<file path="config.mk">
export PLATFORM = sky130hd
export DESIGN_NAME = crs_sequencer
export DESIGN_NICKNAME = d
export VERILOG_FILES = /design/src/include/crs_pkg.sv /design/src/verilog/crs_sequencer.sv /design/src/verilog/crs_pulse_filter.sv
export SDC_FILE = /design/constraint.sdc
export NUM_CORES = 1
export LEC_CHECK = 0
export BUFFER_PORTS_ARGS = -buffer_cell sky130_fd_sc_hd__buf_2
export CAP_MARGIN = 20
export CORE_MARGIN = 2
export CORE_UTILIZATION = 56
export DETAILED_ROUTE_END_ITERATION = 7
export PLACE_DENSITY = 0.8
export SLEW_MARGIN = 20
export SYNTH_ARGS = -nofsm -noshare
export SYNTH_HDL_FRONTEND = slang
export SYNTH_HIERARCHICAL = 1
export SYNTH_SLANG_ARGS = --single-unit
</file>
<file path="constraint.sdc">
create_clock -name clk -period 4.3 [get_ports clk]
set_input_delay 1.075 -clock clk [delete_from_list [all_inputs] [get_ports clk]]
set_output_delay 1.075 -clock clk [all_outputs]
set_load 0.005 [all_outputs]
</file>
<file path="src/include/crs_pkg.sv">
// How it works
// - Low reset pin starts the sequence
// - Sequence expected to end about 1.0 ms after release; late flag set if not
// - Low pulses under forty clocks are ignored
// - After both locks, hold reset 2047 clocks
// - Completed reset enters initialization state
// - Control registers return to defaults
// - Program counters held until run control written
// - Peripheral blocks and supervisor are reset
// - Supervisor off while processor reset or stopped
// - Counted clock is the crystal oscillator clock
package crs_pkg;
	// Register map
	localparam int REG_W = 24;
	localparam logic [23:0] RUN_CTRL_ADDR = 24'h00_0010;
	localparam logic [23:0] STATUS_ADDR = 24'h00_0011;
	localparam logic [23:0] RUN_CTRL_RESET = 24'h00_0000;
	// Status field positions
	localparam int ST_INIT_BIT = 0;
	localparam int ST_LOCKED_BIT = 1;
	localparam int ST_LATE_BIT = 2;
	localparam int ST_BUSY_BIT = 3;
	// Counts and times
	localparam int NUM_DSP = 2;
	localparam int FILTER_LOW_CYCLES = 40;
	localparam int LOCK_HOLD_CYCLES = 2047;
	localparam int CLK_FREQ_HZ = 25_000_000;
	localparam real RELEASE_TIME_MS = 1.0;
	localparam int RELEASE_CYCLES = int'($floor(RELEASE_TIME_MS * CLK_FREQ_HZ / 1000.0));
	// Sequencer states
	typedef enum logic [2:0] {
		CRS_PIN_LOW,
		CRS_WAIT_LOCK,
		CRS_HOLD,
		CRS_INIT,
		CRS_RUN
	} crs_state_t;
endpackage

</file>
<file path="src/verilog/crs_sequencer.sv">
`timescale 1ns/1ns
module crs_sequencer #(
	parameter int NUM_DSP = crs_pkg::NUM_DSP,
	parameter int RELEASE_LIMIT = crs_pkg::RELEASE_CYCLES
) (
	// Clock, reset and enable
	input wire logic clk,
	input wire logic rst,
	input wire logic ce,
	// Reset pin and PLL lock indications
	input wire logic chip_reset_pin_low_n,
	input wire logic dsp_pll_locked,
	input wire logic audio_pll_locked,
	// Register port from the serial-bus slave
	input wire logic reg_wr,
	input wire logic reg_rd,
	input wire logic [23:0] reg_addr,
	input wire logic [crs_pkg::REG_W-1:0] reg_wdata,
	output logic [crs_pkg::REG_W-1:0] reg_rdata,
	// Processor side
	input wire logic [NUM_DSP-1:0] dsp_clk_stopped,
	output logic [NUM_DSP-1:0] dsp_pc_hold,
	output logic [NUM_DSP-1:0] supervisor_enable,
	// Chip-level reset outputs
	output logic periph_reset,
	output logic init_state,
	output logic seq_busy
);
	localparam int HW = $clog2(crs_pkg::LOCK_HOLD_CYCLES);
	localparam logic [HW-1:0] HOLD_LAST = HW'(crs_pkg::LOCK_HOLD_CYCLES - 1);
	localparam int RW = $clog2(RELEASE_LIMIT + 1);
	localparam logic [RW-1:0] REL_LAST = RW'(RELEASE_LIMIT);

	// Any state that keeps the chip in reset
	function automatic logic in_reset(input crs_pkg::crs_state_t s);
		return s == crs_pkg::CRS_PIN_LOW || s == crs_pkg::CRS_WAIT_LOCK || s == crs_pkg::CRS_HOLD;
	endfunction

	logic pin_valid;
	logic lock1_reg, lock2_reg;
	logic alock1_reg, alock2_reg;
	logic both_locked;
	crs_pkg::crs_state_t state_reg, state_next;
	logic [HW-1:0] hold_cnt_reg, hold_cnt_next;
	logic [RW-1:0] rel_cnt_reg, rel_cnt_next;
	logic late_reg, late_next;
	logic [crs_pkg::REG_W-1:0] run_reg, run_next;
	logic [crs_pkg::REG_W-1:0] rdata_next;
	logic [NUM_DSP-1:0] pc_hold_next, sup_en_next;
	logic run_wr, rst_next;
	logic [NUM_DSP-1:0] pc_hold_reg, sup_en_reg;
	logic periph_reset_reg, init_reg;
	logic [crs_pkg::REG_W-1:0] rdata_reg;

	// Pin filter with its own synchronizer
	crs_pulse_filter #(
		.LOW_CYCLES(crs_pkg::FILTER_LOW_CYCLES)
	) u_filter (
		.clk(clk),
		.rst(rst),
		.ce(ce),
		.chip_reset_pin_low_n(chip_reset_pin_low_n),
		.valid_low(pin_valid)
	);

	assign both_locked = lock2_reg && alock2_reg;
	assign run_wr = reg_wr && reg_addr == crs_pkg::RUN_CTRL_ADDR && !in_reset(state_reg);

	// Sequence state machine with hold and release counters
	always_comb begin
		state_next = state_reg;
		hold_cnt_next = hold_cnt_reg;
		rel_cnt_next = rel_cnt_reg;
		late_next = late_reg;
		case (state_reg)
			crs_pkg::CRS_PIN_LOW: begin
				if (!pin_valid) begin
					state_next = crs_pkg::CRS_WAIT_LOCK;
					rel_cnt_next = '0;
				end
			end
			crs_pkg::CRS_WAIT_LOCK: begin
				if (both_locked) begin
					state_next = crs_pkg::CRS_HOLD;
					hold_cnt_next = '0;
				end
			end
			crs_pkg::CRS_HOLD: begin
				if (hold_cnt_reg == HOLD_LAST) begin
					state_next = crs_pkg::CRS_INIT;
				end else begin
					hold_cnt_next = hold_cnt_reg + HW'(1);
				end
			end
			crs_pkg::CRS_INIT: begin
				if (run_wr && |reg_wdata[NUM_DSP-1:0]) begin
					state_next = crs_pkg::CRS_RUN;
				end
			end
			crs_pkg::CRS_RUN: begin
				state_next = crs_pkg::CRS_RUN;
			end
			default: begin
				state_next = crs_pkg::CRS_PIN_LOW;
			end
		endcase
		// Release time watch: flag a sequence that outlasts the expected duration
		if (state_reg == crs_pkg::CRS_WAIT_LOCK || state_reg == crs_pkg::CRS_HOLD) begin
			if (rel_cnt_reg == REL_LAST) begin
				late_next = 1'b1;
			end else begin
				rel_cnt_next = rel_cnt_reg + RW'(1);
			end
		end
		// A qualified low pin restarts from anywhere
		if (pin_valid) begin
			state_next = crs_pkg::CRS_PIN_LOW;
			late_next = 1'b0;
		end
	end

	// Run control register and derived processor controls
	always_comb begin
		rst_next = in_reset(state_next);
		run_next = run_reg;
		if (rst_next) begin
			run_next = crs_pkg::RUN_CTRL_RESET;
		end else if (run_wr) begin
			run_next = reg_wdata;
		end
		pc_hold_next = rst_next ? '1 : ~run_next[NUM_DSP-1:0];
		sup_en_next = ~(pc_hold_next | dsp_clk_stopped);
		rdata_next = rdata_reg;
		if (reg_rd) begin
			rdata_next = '0;
			if (reg_addr == crs_pkg::RUN_CTRL_ADDR) begin
				rdata_next = run_reg;
			end else if (reg_addr == crs_pkg::STATUS_ADDR) begin
				rdata_next[crs_pkg::ST_INIT_BIT] = state_reg == crs_pkg::CRS_INIT;
				rdata_next[crs_pkg::ST_LOCKED_BIT] = both_locked;
				rdata_next[crs_pkg::ST_LATE_BIT] = late_reg;
				rdata_next[crs_pkg::ST_BUSY_BIT] = in_reset(state_reg);
			end
		end
	end

	// State registers; power-on reset starts the sequence at the lock wait (CRS_WAIT_LOCK)
	always_ff @(posedge clk or posedge rst) begin
		if (rst) begin
			lock1_reg <= 1'b0;
			lock2_reg <= 1'b0;
			alock1_reg <= 1'b0;
			alock2_reg <= 1'b0;
			state_reg <= crs_pkg::CRS_WAIT_LOCK;
			hold_cnt_reg <= '0;
			rel_cnt_reg <= '0;
			late_reg <= 1'b0;
			run_reg <= crs_pkg::RUN_CTRL_RESET;
			pc_hold_reg <= '1;
			sup_en_reg <= '0;
			periph_reset_reg <= 1'b1;
			init_reg <= 1'b0;
			rdata_reg <= '0;
		end else if (ce) begin
			lock1_reg <= dsp_pll_locked;
			lock2_reg <= lock1_reg;
			alock1_reg <= audio_pll_locked;
			alock2_reg <= alock1_reg;
			state_reg <= state_next;
			hold_cnt_reg <= hold_cnt_next;
			rel_cnt_reg <= rel_cnt_next;
			late_reg <= late_next;
			run_reg <= run_next;
			pc_hold_reg <= pc_hold_next;
			sup_en_reg <= sup_en_next;
			periph_reset_reg <= rst_next;
			init_reg <= state_next == crs_pkg::CRS_INIT;
			rdata_reg <= rdata_next;
		end
	end

	// Outputs
	assign reg_rdata = rdata_reg;
	assign dsp_pc_hold = pc_hold_reg;
	assign supervisor_enable = sup_en_reg;
	assign periph_reset = periph_reset_reg;
	assign init_state = init_reg;
	assign seq_busy = periph_reset_reg;
endmodule

</file>
<file path="src/verilog/crs_pulse_filter.sv">
`timescale 1ns/1ns
module crs_pulse_filter #(
	parameter int LOW_CYCLES = crs_pkg::FILTER_LOW_CYCLES
) (
	// Clock and reset
	input wire logic clk,
	input wire logic rst,
	input wire logic ce,
	// Raw pin and qualified reset
	input wire logic chip_reset_pin_low_n,
	output logic valid_low
);
	localparam int CW = $clog2(LOW_CYCLES + 1);
	localparam logic [CW-1:0] CNT_FULL = CW'(LOW_CYCLES);

	logic sync1_reg, sync2_reg;
	logic [CW-1:0] cnt_reg, cnt_next;
	logic valid_reg, valid_next;

	// Count consecutive low samples, saturating at the threshold
	always_comb begin
		cnt_next = cnt_reg;
		if (sync2_reg) begin
			cnt_next = '0;
		end else if (cnt_reg != CNT_FULL) begin
			cnt_next = cnt_reg + CW'(1);
		end
		valid_next = !sync2_reg && (cnt_next == CNT_FULL);
	end

	// Two-stage synchronizer and counter registers
	always_ff @(posedge clk or posedge rst) begin
		if (rst) begin
			sync1_reg <= 1'b1;
			sync2_reg <= 1'b1;
			cnt_reg <= '0;
			valid_reg <= 1'b0;
		end else if (ce) begin
			sync1_reg <= chip_reset_pin_low_n;
			sync2_reg <= sync1_reg;
			cnt_reg <= cnt_next;
			valid_reg <= valid_next;
		end
	end

	assign valid_low = valid_reg;
endmodule

</file>
==> key figures <==
STA
  – Period utilization: 0.657
  – Hold Vio Cnt, Final: 0
  – PnR worst setup slack: 1470 ps
  – Setup violators final: 0
  – Setup TNS: 0 ps
  – Slew @ Worst Pin: 964 ps
  – Final Max Tran Viols: 0
  – RSZ-0062 raised after global routing: false
  – Clock Skews: 18.9 ps
  – Tmin final: 2830 ps
  – Max Fclk: 354 MHz
  – Relative slew slack: 0.357

Logic synthesis
  – Post-synth ARST share: 1.00
  – Yosys warning count: 6
  – Yosys top cell by area: dfrtp_1
  – Post-synth EDFFs: 0
  – Seq/Total Area, Yosys: 0.514
  – Area share of the largest cell type after synthesis: 0.481
  – Syn Area/Cell: 11.1 µm²
  – Cells after Synth: 427
  – Compound-Gate Fraction of Synth Area: 0.204
  – Ranking of synthesized cells by area: dfrtp_1, a22o_1, dfstp_2, mux2i_1, nand2_1
  – Post-synthesis mux area share: 0.0420
  – Synth Net Count: 491
  – Largest family of logic cells by synthesized area: compound AO/OA/AOI/OAI gates
  – Netlist cell types: 64
  – Dominant synthesized flop cell: dfrtp_1
  – Total of flip-flops plus latches after synthesis: 97
  – Simple-gate area share of the yosys netlist: 0.165
  – Post-Synth Adder-Cell Area: 0.0159
  – Synth Area in XOR/XNOR: 0.0111
  – Post-Synthesis Cell Area: 0.00473 mm²

Setup path
  – WP data required: 4590 ps
  – CP Launch Point: ce
  – Worst setup EP type: flop
  – CP arrival: 3120 ps
  – R2R setup slack: 1850 ps
  – Startpoint types: input pin
  – Worst reg2reg startpoint: hold_cnt_reg[0]
  – R2R depth: 7
  – R2r endpoint: run_reg[23]
  – Worst Path Max Fanout: 22
  – Crit Path Category: input pin to flop

GRT
  – Overflow after GRT: 0
  – Vias in the first global route: 3415
  – First-pass GRT wire length: 16100 µm
  – Maximum number of pins on one net before global-route repair: 43
  – GRT Overall Usage: 0.222
  – Initial antenna violation count: 0

Outcome
  – Outcome: completed

Placed design
  – Placed cell area: 0.00520 mm²
  – Final Wtd Congestion: 0.919
  – Post-Place Cells: 602
  – Detailed-placement wirelength estimate: 7080 µm
  – Setup WS pre-CTS: 1090 ps
  – PortBufs: 88

Finish
  – ANT cells: 0
  – Final nets: 572
  – Reg area: 0.00243 mm²
  – Fin cells: 618
  – Syn-to-layout area delta: 14.1%
  – Fraction of layout cells with a size suffix above 1: 0.271
  – Final instance area: 0.00540 mm²
  – Area of the multi-input gates: 0.00208 mm²
  – Fill cells: 653

CTS
  – Latest clock arrival within the worst-skew pair: 370 ps
  – Num Clock Sinks: 97
  – CTS Buffer Depth: 2
  – Post-CTS setup buffers: 0
  – Cts hold-fix bufs: 0
  – Gates resized, CTS repair: 0
  – CTS Buf Count: 9
  – H-tree depth: 3
  – CTS tree: done
  – Clk Tree Root Cell: clkbuf_8
  – Clk slew on worst S/H paths: 100 ps

Worst hold path
  – Hold Path Sink: reg_rdata[1]
  – Hold_sp: reg_rdata[1]
  – WHS Path Cells: 2
  – Type of the most critical hold path: flop to flop

Power and ir drop
  – PD cells: 456 mW/mm²
  – Peak VDD IR: 0.000333 V
  – LEAKAGE: 2.52 nW

Floorplan
  – Core Rows: 33
  – CORE AREA: 0.00822 mm²
  – Die height: 95.9 µm
  – Die W: 95.9 µm
  – Die area: 0.00920 mm²
  – Initial Utilization: 0.576
  – IO Count: 89

Detailed routing
  – DRC: 0
  – Vias per std cell: 5.98
  – Initial DRT Pass Iterations: 4
  – Vias: 3695
  – Routed Antenna Nets: 0
  – Routed len/inst: 16.0 µm
  – Final WL: 9920 µm
  – Starting DRC count in detailed routing: 204

Run
  – Max cap viols: 0
[cells by family (layout without fill, tap and decap cells)]
logic type                 Yosys count  in the layout
xor gates and xnor gates             6              6
DFF                                 97             97
buffers and inverters               44            130
muxes                               19             19
and+or+nand+nor                    134            134
AOI/OAI and AO/OA                  121            121
adders and majority gates            6              6
[stage by stage]
| step | hold slack [ps] | total power [mW] | utilization |
|---|---|---|---|
| global route | 524 | 2.62 | 0.657 |
| detailed placement | 468 | 1.91 | 0.633 |
| global placement | 479 | 1.88 | 0.633 |
| finish | 484 | 2.46 | 0.657 |
| CTS | 491 | 2.47 | 0.657 |
| floorplan | 466 | 1.76 | - |
[placed cells by master (no fill, tap or decap), drive strengths merged, types with 4 or more instances in the layout]
master,Yosys,routed
buf,18,94
nand4,10,10
ha,6,6
dfrtp,91,91
a31oi,4,4
o22ai,8,8
dfstp,6,6
clkbuf,6,9
o32ai,4,4
nand3,23,23
nor2,20,20
or3,6,6
xnor2,5,5
mux2i,12,12
mux2,7,7
inv,20,22
o21ai,10,10
nor4,7,7
clkinv,0,5
a22o,45,45
nand2,28,28
a21o,5,5
o2bb2ai,7,7
o31ai,7,7
a21oi,12,12
nor3,14,14
[layer usage]
metal	wire length, µm	GRT usage	up-vias
li1	-	-	1783
met2	4710	0.362	122
met3	606	0.0352	8
met1	4520	0.309	1782
met5	0	0	-
met4	72	0.0643	0
[Yosys cell counts (4+ instances only)]
cell type  count
buf_6          4
nor3_1         9
o2bb2ai_1      7
o21ai_0        9
inv_1         20
a21o_1         5
or3_1          5
buf_4          4
o32ai_1        4
nand3_1       21
mux2_2         7
nand2_1       28
o31ai_1        6
mux2i_1       12
a22o_1        45
nor4_1         6
buf_2          9
clkbuf_1       6
a21oi_1       12
o22ai_1        7
xnor2_1        5
dfstp_2        6
dfrtp_1       91
nor2_1        20
nand4_1       10
ha_1           6
[power breakdown]
| part | switching (mW) | leakage, nW | internal (mW) |
|---|---|---|---|
| Sequential | 0.210 | 1.29 | 1.04 |
| Combinational | 0.358 | 1.13 | 0.282 |
| Clock | 0.346 | 0.102 | 0.228 |
[cell type report]
cell class,count,share of cell area
repair buffers,94,0.0899
inverters,20,0.0141
clock buffers,9,0.0229
flip-flops and latches,97,0.451
well taps,105,0.0243
multi-input cells,286,0.385
clock inverters,7,0.0134
[worst max path at each step]
stage | endpoint | depth (start not counted)
global placement | run_reg[13] | 6
finish | run_reg[23] | 7
CTS | run_reg[23] | 6
detailed placement | run_reg[23] | 6
floorplan | alock1_reg | 1
global route | run_reg[4] | 6
[critical path: stages]
cell and delay, ps:
buf_2 360, inv_1 70, buf_4 200, nor2_1 250, o21ai_2 200, nor3_4 690, a22o_1 250
Note: power is estimated with default switching activity, not from simulation.
